### config.mk
export PLATFORM = sky130hd
export DESIGN_NAME = dtc_top
export DESIGN_NICKNAME = d
export VERILOG_FILES = /design/src/hw/dtc_pkg.sv /design/src/hw/dtc_if.sv /design/src/hw/dtc_sync.sv /design/src/hw/dtc_apb.sv /design/src/hw/dtc_top.sv
export SDC_FILE = /design/constraint.sdc
export NUM_CORES = 1
export LEC_CHECK = 0
export ABC_AREA = 1
export BUFFER_PORTS_ARGS = -buffer_cell sky130_fd_sc_hd__clkbuf_2
export CAP_MARGIN = 20
export CORE_MARGIN = 10
export CORE_UTILIZATION = 45
export DETAILED_ROUTE_END_ITERATION = 7
export GPL_ROUTABILITY_DRIVEN = 0
export PLACE_DENSITY = 0.79
export REMOVE_ABC_BUFFERS = 1
export SYNTH_ARGS = -nofsm -noshare
export SYNTH_HDL_FRONTEND = slang
export SYNTH_HIERARCHICAL = 1
export SYNTH_SLANG_ARGS = --single-unit
### constraint.sdc
create_clock -name pclk -period 1.9 [get_ports pclk]
set_clock_uncertainty 0.2 [all_clocks]
set_input_delay 0.095 -clock pclk [delete_from_list [all_inputs] [get_ports pclk]]
set_output_delay 0.095 -clock pclk [all_outputs]
set_load 0.01 [all_outputs]
### src/hw/dtc_pkg.sv
// constants and types shared by the dual timer/counter block
package dtc_pkg;

	// register indices; byte address is four times the index
	localparam logic [7:0] IDX_CTRL = 8'h88;
	localparam logic [7:0] IDX_MODE = 8'h89;
	localparam logic [7:0] IDX_T0L  = 8'h8a;
	localparam logic [7:0] IDX_T1L  = 8'h8b;
	localparam logic [7:0] IDX_T0H  = 8'h8c;
	localparam logic [7:0] IDX_T1H  = 8'h8d;
	localparam logic [7:0] IDX_PIN  = 8'ha6;
	localparam logic [7:0] IDX_IEN  = 8'ha8;

	localparam int ADDR_W = 12;

	// timer_control fields
	localparam int CTRL_TF1 = 7;
	localparam int CTRL_TR1 = 6;
	localparam int CTRL_TF0 = 5;
	localparam int CTRL_TR0 = 4;
	localparam int CTRL_IE1 = 3;
	localparam int CTRL_IT1 = 2;
	localparam int CTRL_IE0 = 1;
	localparam int CTRL_IT0 = 0;

	// timer_mode fields
	localparam int MODE_TIMER_ONE_PIN_GATING = 7;
	localparam int MODE_CT1   = 6;
	localparam int MODE_M1_HI = 5;
	localparam int MODE_M1_LO = 4;
	localparam int MODE_TIMER_ZERO_PIN_GATING = 3;
	localparam int MODE_CT0   = 2;
	localparam int MODE_M0_HI = 1;
	localparam int MODE_M0_LO = 0;

	// interrupt_enable fields
	localparam int IEN_EA  = 7;
	localparam int IEN_ET1 = 3;
	localparam int IEN_EX1 = 2;
	localparam int IEN_ET0 = 1;
	localparam int IEN_EX0 = 0;

	// output control field
	localparam int PIN_OVF_OE = 0;

	// interrupt source numbering for request and acknowledge vectors
	localparam int SRC_IRQ_PIN_ZERO = 0;
	localparam int SRC_T0   = 1;
	localparam int SRC_IRQ_PIN_ONE = 2;
	localparam int SRC_T1   = 3;

	// synchronised pin numbering
	localparam int PIN_IRQ_PIN_ZERO = 0;
	localparam int PIN_IRQ_PIN_ONE = 1;
	localparam int PIN_CNT0 = 2;
	localparam int PIN_CNT1 = 3;

	localparam logic [7:0] RST_BYTE = 8'h00;
	localparam int         DIV64_W  = 6;

	typedef enum logic [1:0] {
		MODE_13     = 2'b00,
		MODE_16     = 2'b01,
		MODE_RELOAD = 2'b10,
		MODE_SPLIT  = 2'b11
	} dtc_mode_t;

	function automatic logic dtc_mapped(input logic [7:0] idx);
		return (idx >= IDX_CTRL && idx <= IDX_T1H) || idx == IDX_PIN || idx == IDX_IEN;
	endfunction

endpackage

### src/hw/dtc_if.sv
// register access channel between the bus slave and the timer core
`timescale 1ns/10ps
`default_nettype none

interface dtc_if;
	logic       wr_en;
	logic [7:0] idx;
	logic [7:0] wr_data;
	logic [7:0] rd_data;

	modport slave (output wr_en, output idx, output wr_data, input rd_data);
	modport core  (input wr_en, input idx, input wr_data, output rd_data);
endinterface

`default_nettype wire

### src/hw/dtc_sync.sv
// two-stage pin synchroniser with falling edge pulse per bit
`timescale 1ns/10ps
`default_nettype none

module dtc_sync #(
	parameter int WIDTH = 4
) (
	input  wire logic             pclk,
	input  wire logic             presetn,
	input  wire logic [WIDTH-1:0] raw_in,
	output logic      [WIDTH-1:0] level,
	output logic      [WIDTH-1:0] fall
);
	logic [WIDTH-1:0] meta_ff;
	logic [WIDTH-1:0] sync_ff;
	logic [WIDTH-1:0] last_ff;

	genvar g;
	generate
		for (g = 0; g < WIDTH; g++) begin : g_bit
			// idle pins are high, so reset high to avoid a false edge at release
			always_ff @(posedge pclk or negedge presetn) begin
				if (!presetn) begin
					meta_ff[g] <= 1'b1;
					sync_ff[g] <= 1'b1;
					last_ff[g] <= 1'b1;
				end else begin
					meta_ff[g] <= raw_in[g];
					sync_ff[g] <= meta_ff[g];
					last_ff[g] <= sync_ff[g];
				end
			end
			assign level[g] = sync_ff[g];
			assign fall[g]  = last_ff[g] & ~sync_ff[g];
		end
	endgenerate
endmodule

`default_nettype wire

### src/hw/dtc_apb.sv
// apb slave front end with one registered answer per transfer
`timescale 1ns/10ps
`default_nettype none

module dtc_apb (
	input  wire logic                      pclk,
	input  wire logic                      presetn,
	input  wire logic                      psel,
	input  wire logic                      penable,
	input  wire logic                      pwrite,
	input  wire logic [dtc_pkg::ADDR_W-1:0] paddr,
	input  wire logic [31:0]               pwdata,
	input  wire logic [3:0]                pstrb,
	output logic      [31:0]               prdata,
	output logic                           pready,
	output logic                           pslverr,
	dtc_if.slave                           bus
);
	import dtc_pkg::*;

	logic        pready_ff;
	logic        pslverr_ff;
	logic [31:0] prdata_ff;
	logic        setup;
	logic        hit;

	assign setup = psel && !penable;
	assign hit   = paddr[ADDR_W-1:10] == '0 && paddr[1:0] == 2'b00 && dtc_mapped(paddr[9:2]);

	assign bus.idx     = paddr[9:2];
	assign bus.wr_data = pwdata[7:0];
	// narrow registers live in lane 0 only
	assign bus.wr_en   = psel && penable && pready_ff && pwrite && !pslverr_ff && pstrb[0];

	// answer is prepared in the setup cycle so prdata, pready and pslverr come from flops
	always_ff @(posedge pclk or negedge presetn) begin
		if (!presetn) begin
			pready_ff  <= 1'b0;
			pslverr_ff <= 1'b0;
			prdata_ff  <= 32'h0;
		end else begin
			pready_ff  <= setup;
			pslverr_ff <= setup && !hit;
			if (setup) begin
				prdata_ff <= (hit && !pwrite) ? {24'h0, bus.rd_data} : 32'h0;
			end
		end
	end

	assign prdata  = prdata_ff;
	assign pready  = pready_ff;
	assign pslverr = pslverr_ff;
endmodule

`default_nettype wire

### src/hw/dtc_top.sv
// dual 8-bit-style timer/counter with external interrupt pin logic
// Operation
// - timer one counts only while its run bit is set, else holds
// - timer zero overflow flag set on overflow, cleared when cpu vectors
// - timer zero counts only while its run bit is set, else holds
// - pin one flag set on falling edge, cleared when cpu vectors
// - pin one trigger select: 0 low level, 1 falling edge
// - pin zero flag set on falling edge, cleared when cpu vectors
// - pin zero trigger select: 0 low level, 1 falling edge
// - timer one gating: with gate set, run only while pin one high
// - timer one source: every 2 clocks, or count pin one falling edge
// - timer one modes: 13-bit, 16-bit, 8-bit reload, stopped
// - timer zero gating: with gate set, run only while pin zero high
// - timer zero source: every 2 clocks, or count pin zero falling edge
// - timer zero modes: 13-bit, 16-bit, 8-bit reload from high byte
// - timer zero split mode: high byte runs on timer one run, sets its flag
// - all four count bytes read/write by software, reset to zero
// - output toggles at timer zero overflow rate over 32 when enabled
// - global enable low blocks all interrupt requests but not wake, high defers to own enables
// - timer one enable lets its overflow request an interrupt
// - pin one enable lets pin one request and wake from stop
// - timer one overflow flag set on overflow, cleared when cpu vectors
// - timer zero enable lets its overflow request an interrupt
// - pin zero enable lets pin zero request and wake from stop
//
// Added by the designer: the APB register port.
`timescale 1ns/10ps
`default_nettype none

module dtc_top (
	input  wire logic                       pclk,
	input  wire logic                       presetn,
	input  wire logic                       psel,
	input  wire logic                       penable,
	input  wire logic                       pwrite,
	input  wire logic [dtc_pkg::ADDR_W-1:0] paddr,
	input  wire logic [31:0]                pwdata,
	input  wire logic [3:0]                 pstrb,
	output logic      [31:0]                prdata,
	output logic                            pready,
	output logic                            pslverr,
	input  wire logic                       irq_pin_zero,
	input  wire logic                       irq_pin_one,
	input  wire logic                       count_pin_zero,
	input  wire logic                       count_pin_one,
	input  wire logic [3:0]                 irq_ack,
	output logic      [3:0]                 irq_req,
	output logic      [1:0]                 wake_req,
	output logic                            overflow_div_output,
	output logic                            overflow_div_output_oe
);
	import dtc_pkg::*;

	dtc_if bus_if ();

	logic [3:0] pin_lvl;
	logic [3:0] pin_fall;

	// configuration
	logic [7:0] mode_ff;
	logic [7:0] ien_ff;
	logic       pin_oe_ff;
	logic       tr0_ff;
	logic       tr1_ff;
	logic       it0_ff;
	logic       it1_ff;

	// flags
	logic       tf0_ff;
	logic       tf1_ff;
	logic       ie0_ff;
	logic       ie1_ff;

	// count bytes
	logic [7:0] t0l_ff;
	logic [7:0] t0h_ff;
	logic [7:0] t1l_ff;
	logic [7:0] t1h_ff;
	logic [7:0] nxt_t0l;
	logic [7:0] nxt_t0h;
	logic [7:0] nxt_t1l;
	logic [7:0] nxt_t1h;

	logic               half_ff;
	logic [DIV64_W-1:0] div64_ff;
	logic [3:0]         irq_req_ff;
	logic [1:0]         wake_ff;

	logic      wr_ctrl;
	logic      wr_mode;
	logic      wr_ien;
	logic      wr_pin;
	logic      sys_tick;
	dtc_mode_t t0_mode;
	dtc_mode_t t1_mode;
	logic      t0_inc;
	logic      t1_inc;
	logic      th0_inc;
	logic      t0_ovf;
	logic      t1_ovf;
	logic      th0_ovf;
	logic      set_tf1;
	logic      ie0_view;
	logic      ie1_view;
	logic [16:0] t0_step;
	logic [16:0] t1_step;

	dtc_apb u_apb (
		.pclk    (pclk),
		.presetn (presetn),
		.psel    (psel),
		.penable (penable),
		.pwrite  (pwrite),
		.paddr   (paddr),
		.pwdata  (pwdata),
		.pstrb   (pstrb),
		.prdata  (prdata),
		.pready  (pready),
		.pslverr (pslverr),
		.bus     (bus_if.slave)
	);

	dtc_sync #(
		.WIDTH (4)
	) u_sync (
		.pclk    (pclk),
		.presetn (presetn),
		.raw_in  ({count_pin_one, count_pin_zero, irq_pin_one, irq_pin_zero}),
		.level   (pin_lvl),
		.fall    (pin_fall)
	);

	assign wr_ctrl = bus_if.wr_en && bus_if.idx == IDX_CTRL;
	assign wr_mode = bus_if.wr_en && bus_if.idx == IDX_MODE;
	assign wr_ien  = bus_if.wr_en && bus_if.idx == IDX_IEN;
	assign wr_pin  = bus_if.wr_en && bus_if.idx == IDX_PIN;

	// one increment step: {overflow, high, low}; split means low byte alone
	function automatic logic [16:0] dtc_step(input dtc_mode_t m, input logic [7:0] lo, input logic [7:0] hi);
		logic [16:0] r;
		r = {1'b0, hi, lo};
		case (m)
			MODE_13: begin
				r[4:0] = lo[4:0] + 5'h01;
				if (lo[4:0] == 5'h1f) begin
					r[15:8] = hi + 8'h01;
					r[16]   = hi == 8'hff;
				end
			end
			MODE_16: begin
				r = {1'b0, hi, lo} + 17'h00001;
			end
			MODE_RELOAD: begin
				r[7:0] = (lo == 8'hff) ? hi : lo + 8'h01;
				r[16]  = lo == 8'hff;
			end
			MODE_SPLIT: begin
				r[7:0] = lo + 8'h01;
				r[16]  = lo == 8'hff;
			end
			default: begin
				r = {1'b0, hi, lo};
			end
		endcase
		return r;
	endfunction

	// system rate source: one pulse every second clock
	always_ff @(posedge pclk or negedge presetn) begin
		if (!presetn) begin
			half_ff <= 1'b0;
		end else begin
			half_ff <= !half_ff;
		end
	end
	assign sys_tick = half_ff;

	assign t0_mode = dtc_mode_t'(mode_ff[MODE_M0_HI:MODE_M0_LO]);
	assign t1_mode = dtc_mode_t'(mode_ff[MODE_M1_HI:MODE_M1_LO]);

	assign t0_inc = tr0_ff
		&& (!mode_ff[MODE_TIMER_ZERO_PIN_GATING] || pin_lvl[PIN_IRQ_PIN_ZERO])
		&& (mode_ff[MODE_CT0] ? pin_fall[PIN_CNT0] : sys_tick);

	// mode 11 halts timer one
	assign t1_inc = tr1_ff
		&& t1_mode != MODE_SPLIT
		&& (!mode_ff[MODE_TIMER_ONE_PIN_GATING] || pin_lvl[PIN_IRQ_PIN_ONE])
		&& (mode_ff[MODE_CT1] ? pin_fall[PIN_CNT1] : sys_tick);

	// split high byte borrows timer one's run bit, always at system rate
	assign th0_inc = t0_mode == MODE_SPLIT && tr1_ff && sys_tick;

	assign t0_step = dtc_step(t0_mode, t0l_ff, t0h_ff);
	assign t1_step = dtc_step(t1_mode, t1l_ff, t1h_ff);

	assign t0_ovf  = t0_inc && t0_step[16];
	assign t1_ovf  = t1_inc && t1_step[16];
	assign th0_ovf = th0_inc && t0h_ff == 8'hff;
	// while timer zero is split, timer one runs on but its flag belongs to the high byte
	assign set_tf1 = (t0_mode == MODE_SPLIT) ? th0_ovf : t1_ovf;

	// software write to a byte wins over a count in the same cycle
	always_comb begin
		nxt_t0l = t0_inc ? t0_step[7:0] : t0l_ff;
		nxt_t0h = t0h_ff;
		if (t0_mode == MODE_SPLIT) begin
			if (th0_inc) begin
				nxt_t0h = t0h_ff + 8'h01;
			end
		end else if (t0_inc) begin
			nxt_t0h = t0_step[15:8];
		end
		nxt_t1l = t1_inc ? t1_step[7:0] : t1l_ff;
		nxt_t1h = t1_inc ? t1_step[15:8] : t1h_ff;
		if (bus_if.wr_en) begin
			case (bus_if.idx)
				IDX_T0L: nxt_t0l = bus_if.wr_data;
				IDX_T0H: nxt_t0h = bus_if.wr_data;
				IDX_T1L: nxt_t1l = bus_if.wr_data;
				IDX_T1H: nxt_t1h = bus_if.wr_data;
				default: begin
				end
			endcase
		end
	end

	always_ff @(posedge pclk or negedge presetn) begin
		if (!presetn) begin
			t0l_ff <= RST_BYTE;
			t0h_ff <= RST_BYTE;
			t1l_ff <= RST_BYTE;
			t1h_ff <= RST_BYTE;
		end else begin
			t0l_ff <= nxt_t0l;
			t0h_ff <= nxt_t0h;
			t1l_ff <= nxt_t1l;
			t1h_ff <= nxt_t1h;
		end
	end

	// configuration registers
	always_ff @(posedge pclk or negedge presetn) begin
		if (!presetn) begin
			mode_ff   <= RST_BYTE;
			ien_ff    <= RST_BYTE;
			pin_oe_ff <= 1'b0;
			tr0_ff    <= 1'b0;
			tr1_ff    <= 1'b0;
			it0_ff    <= 1'b0;
			it1_ff    <= 1'b0;
		end else begin
			if (wr_mode) begin
				mode_ff <= bus_if.wr_data;
			end
			if (wr_ien) begin
				ien_ff <= bus_if.wr_data;
			end
			if (wr_pin) begin
				pin_oe_ff <= bus_if.wr_data[PIN_OVF_OE];
			end
			if (wr_ctrl) begin
				tr0_ff <= bus_if.wr_data[CTRL_TR0];
				tr1_ff <= bus_if.wr_data[CTRL_TR1];
				it0_ff <= bus_if.wr_data[CTRL_IT0];
				it1_ff <= bus_if.wr_data[CTRL_IT1];
			end
		end
	end

	// overflow flags: hardware set beats vector or software clear
	always_ff @(posedge pclk or negedge presetn) begin
		if (!presetn) begin
			tf0_ff <= 1'b0;
			tf1_ff <= 1'b0;
		end else begin
			if (t0_ovf) begin
				tf0_ff <= 1'b1;
			end else if (wr_ctrl) begin
				tf0_ff <= bus_if.wr_data[CTRL_TF0];
			end else if (irq_ack[SRC_T0]) begin
				tf0_ff <= 1'b0;
			end
			if (set_tf1) begin
				tf1_ff <= 1'b1;
			end else if (wr_ctrl) begin
				tf1_ff <= bus_if.wr_data[CTRL_TF1];
			end else if (irq_ack[SRC_T1]) begin
				tf1_ff <= 1'b0;
			end
		end
	end

	// pin flags latch only in edge mode
	always_ff @(posedge pclk or negedge presetn) begin
		if (!presetn) begin
			ie0_ff <= 1'b0;
			ie1_ff <= 1'b0;
		end else begin
			if (it0_ff && pin_fall[PIN_IRQ_PIN_ZERO]) begin
				ie0_ff <= 1'b1;
			end else if (wr_ctrl) begin
				ie0_ff <= bus_if.wr_data[CTRL_IE0];
			end else if (irq_ack[SRC_IRQ_PIN_ZERO]) begin
				ie0_ff <= 1'b0;
			end
			if (it1_ff && pin_fall[PIN_IRQ_PIN_ONE]) begin
				ie1_ff <= 1'b1;
			end else if (wr_ctrl) begin
				ie1_ff <= bus_if.wr_data[CTRL_IE1];
			end else if (irq_ack[SRC_IRQ_PIN_ONE]) begin
				ie1_ff <= 1'b0;
			end
		end
	end

	// level mode: request follows the low pin, so an ack cannot lose it
	assign ie0_view = it0_ff ? ie0_ff : !pin_lvl[PIN_IRQ_PIN_ZERO];
	assign ie1_view = it1_ff ? ie1_ff : !pin_lvl[PIN_IRQ_PIN_ONE];

	// requests and stop-mode wake
	always_ff @(posedge pclk or negedge presetn) begin
		if (!presetn) begin
			irq_req_ff <= 4'h0;
			wake_ff    <= 2'h0;
		end else begin
			irq_req_ff[SRC_IRQ_PIN_ZERO] <= ien_ff[IEN_EA] && ien_ff[IEN_EX0] && ie0_view;
			irq_req_ff[SRC_T0]   <= ien_ff[IEN_EA] && ien_ff[IEN_ET0] && tf0_ff;
			irq_req_ff[SRC_IRQ_PIN_ONE] <= ien_ff[IEN_EA] && ien_ff[IEN_EX1] && ie1_view;
			irq_req_ff[SRC_T1]   <= ien_ff[IEN_EA] && ien_ff[IEN_ET1] && tf1_ff;
			// wake ignores the global enable so a masked core still wakes
			wake_ff[0] <= ien_ff[IEN_EX0] && ie0_view;
			wake_ff[1] <= ien_ff[IEN_EX1] && ie1_view;
		end
	end

	// divide-by-64 of timer zero overflows; msb gives half period of 32
	always_ff @(posedge pclk or negedge presetn) begin
		if (!presetn) begin
			div64_ff <= '0;
		end else if (t0_ovf) begin
			div64_ff <= div64_ff + DIV64_W'(1);
		end
	end

	assign overflow_div_output    = div64_ff[DIV64_W-1];
	assign overflow_div_output_oe = pin_oe_ff;
	assign irq_req                = irq_req_ff;
	assign wake_req               = wake_ff;

	// read view of the register file
	always_comb begin
		case (bus_if.idx)
			IDX_CTRL: bus_if.rd_data = {tf1_ff, tr1_ff, tf0_ff, tr0_ff, ie1_view, it1_ff, ie0_view, it0_ff};
			IDX_MODE: bus_if.rd_data = mode_ff;
			IDX_T0L:  bus_if.rd_data = t0l_ff;
			IDX_T1L:  bus_if.rd_data = t1l_ff;
			IDX_T0H:  bus_if.rd_data = t0h_ff;
			IDX_T1H:  bus_if.rd_data = t1h_ff;
			IDX_PIN:  bus_if.rd_data = {7'h00, pin_oe_ff};
			IDX_IEN:  bus_if.rd_data = ien_ff;
			default:  bus_if.rd_data = 8'h00;
		endcase
	end
endmodule

`default_nettype wire

==> flow_summary.toml <==
[floorplan]
fp.dieH_um = 138
num_io_pins = 103
die_x_um = 138
core_um2 = 13800
row_count = 43
start_util_pct = 45.6
die_area_um2 = 19100

[setup_path]
crit_top_cell = "nand2_4"
worstSetupPathType = "reg2reg"
worst_ep_required_time_ns = 1.97
crit_fanout = 7
max_stage_delay_ns = 0.40
crit_arrival_ns = 2.06
cp-start-kind = "flop"
slowest_stage = "dfrtp_1"
path_cells = "ha_4 -> nand2_4 -> buf_6 -> nor2_4 -> nand3_2 -> inv_2 -> nand2_4 -> buf_4 -> o22ai_1 -> nand2_1 -> a21oi_1"
worst_setup_path_end_kind = "flop"

[flow_run]
cap_violations = 0

[drt]
vias = 7060
drtPass1Iterations = 7
postRouteAntennaNets = 0
drt_iter0_drc = 1099
viasPerCell = 5.61
drc = 0
wl_um = 22000
wl_per_cell_um = 17.5

[sta]
hold_violations = 0
period_minus_slack_ns = 1.99
layout_worst_path_cycle_share_pct = 105
slew_violations = 0
worst_pin_slew_ns = 0.597
setup_slack_ns = -0.0858
fmax_mhz = 504
setup_viol = 36
slew_headroom_pct = 60.2
rsz0062_at_grt = "yes"
tns_ns = -1.42

[logic_synthesis]
synth_compound_area_share_pct = 16.4
synthMuxAreaShare_pct = 0.239
seq_area_frac_synth_pct = 36.9
synth_cell_types = 46
synth.most_common_cell = "nand2_1"
ys_seq_elements = 92
yosysTopAreaCellShare_pct = 31.9
syn-instance-count = 896
synth_top_area_cell = "dfrtp_1"
synth-edff-count = 0
yosys_warnings = 6
synth_top_family_by_area = "simple AND/OR/NAND/NOR gates"
synth-adder-area-share_pct = 1.60
synthTopCellsByArea = "dfrtp_1, nand2_1, inv_1"
synthArstFlopShare_pct = 100
synthFlopType = "dfrtp_1"
synthSimpleGateAreaFrac_pct = 28.8
synthXorXnorAreaFrac_pct = 1.95
mappedNetlistArea_um2 = 6270
syn_area_per_cell_um2 = 7.00
synthTopCellsByCount = "nand2_1, inv_1, nor2_1"

[outcome]
failed_checks = "setup timing"
run_status = "finished, violations left"

[grt]
antenna_found_initial = 0
grt_pass1_wl_um = 33500
grt_overflow = 0
grt_use_total_pct = 21.1
grt_pass1_vias = 6588
grt_max_degree = 40

[clock_tree]
cts_root_buf = "clkbuf_16"
clk_pin_slew_worst_paths_ns = 0.06
cts.sinks = 92
clk_latency_ns = 0.36
cts_made_buffers = 9
h-tree-depth = 3
cts_tree = "yes"
ctsLongestPathBuffers = 2

[placed_design]
io_buffers = 51
dp_hpwl_um = 15400
dpl_worst_slack_ns = -0.151

[final_layout]
drive_gt1_share_pct = 29.1
area_growth_pct = 35.2
num-nets-final = 1142
fillCellCount = 1137
postLayoutCoreUtil_pct = 61.6
diodes = 0

[pwr]
p_leak_nw = 4.13
p_per_area_nw_per_um2 = 664
vdd_drop_max_v = 0.000550

[worst_hold_path]
hold_path_class = "in2reg"
worst paths after layout:
path / start / endpoint / slack [ns] / cells past startpoint
min in group asynchronous: presetn / mode_ff[5] / 0.05 / 2
max reg2reg: t1l_ff[0] / t1l_ff[5] / -0.09 / 11
max: t1l_ff[0] / t1l_ff[5] / -0.09 / 11
min reg2reg: u_sync/meta_ff[1] / u_sync/level[1] / 0.16 / 0
max in group asynchronous: presetn / t0l_ff[4] / 0.80 / 3
min: paddr[2] / overflow_div_output_oe / 0.01 / 5
metrics by stage:
stage          hold WS, ns  instances  instance area (um2)  total power (W)
2_1_floorplan       -0.401        862                 5960          0.00288
3_3_place_gp       -0.0993       1198                 7270          0.00347
3_5_place_dp       -0.0950       1198                 7270          0.00351
4_1_cts             0.0174       1242                 7960          0.00542
5_1_grt             0.0716       1258                 8490          0.00589
6_report            0.0136       1258                 8490          0.00564
state kept, by name, indices dropped and copies added (netlist names), 2 cells and up:
| name | cells |
|---|---|
| ien_ff | 8 |
| t1l_ff | 8 |
| mode_ff | 8 |
| div64_ff | 6 |
| t1h_ff | 8 |
| irq_req | 4 |
| u_apb/prdata | 8 |
| u_sync/level | 4 |
| t0l_ff | 8 |
| t0h_ff | 8 |
| u_sync/meta_ff | 4 |
| u_sync/last_ff | 4 |
| wake_req | 2 |
where the power goes:
part	switching, W	internal [W]	total, W
Combinational	0.000910	0.000618	0.00153
Clock	0.000795	0.00106	0.00185
Sequential	0.000147	0.00211	0.00226
metal layers:
| layer | global-route usage [%] | part of all wire (%) | up-vias |
|---|---|---|---|
| met5 | 0 | 0 | - |
| met4 | 9.71 | 6.0 | 0 |
| met3 | 5.24 | 11 | 131 |
| met2 | 32.7 | 45 | 464 |
| met1 | 27.0 | 39 | 3231 |
| li1 | - | - | 3234 |
kinds of logic after synthesis:
group | count (synthesis)
buffers and inverters | 185
xor gates and xnor gates | 14
and+or+nand+nor | 415
DFF | 92
muxes | 1
AOI/OAI and AO/OA | 180
other | 1
adders and majority gates | 8
timing repair:
item / in CTS / in global routing
setup endpoints to repair: 32 / 69
endpoints found under the hold margin: 144 / 0
cloned: 0 / 2
gates resized for setup: 47 / 109
pin swaps: 19 / 36
hold buffers: 24 / 0
setup buffers: 4 / 15
worst max-delay path, delay by kind of cell (launching register included):
family / cells / cell delay, ns
adders and majority gates: 1 / 0.17
AOI/OAI and AO/OA: 2 / 0.32
DFF: 1 / 0.40
and+or+nand+nor: 5 / 0.43
buffers and inverters: 3 / 0.39
cell type report:
class / instances / area, um2 / area share, %
clock buffers: 12 / 246 / 2.90
clock inverters: 4 / 48.8 / 0.575
inverters: 128 / 500 / 5.90
multi-input cells: 643 / 3620 / 42.6
flip-flops and latches: 92 / 2320 / 27.3
well taps: 180 / 225 / 2.65
repair buffers: 199 / 1530 / 18.0
cells in the final DEF, fill, tap and decap left out, types with 4 or more instances in the layout:
cell type	synthesis	layout
a21oi_1	51	38
a21oi_2	1	14
a22oi_1	10	10
a31oi_1	8	7
buf_4	42	109
buf_6	1	12
clkbuf_16	0	10
clkbuf_2	0	50
conb_1	1	24
dfrtp_1	80	79
dfstp_2	12	12
dlygate4sd3_1	0	24
ha_4	0	4
inv_1	124	113
inv_2	3	9
nand2_1	214	195
nand2_2	3	14
nand2_4	0	6
nand3_1	46	42
nand4_1	20	20
nor2_1	97	82
nor2_2	7	13
nor2_4	5	14
nor3_1	11	11
o211ai_1	9	9
o21ai_0	62	40
o21ai_1	7	19
o21ai_2	0	10
o22ai_1	18	17
o31ai_1	4	4
xnor2_1	5	5
xor2_1	9	9
No activity file was read; power rests on OpenSTA's default activity.
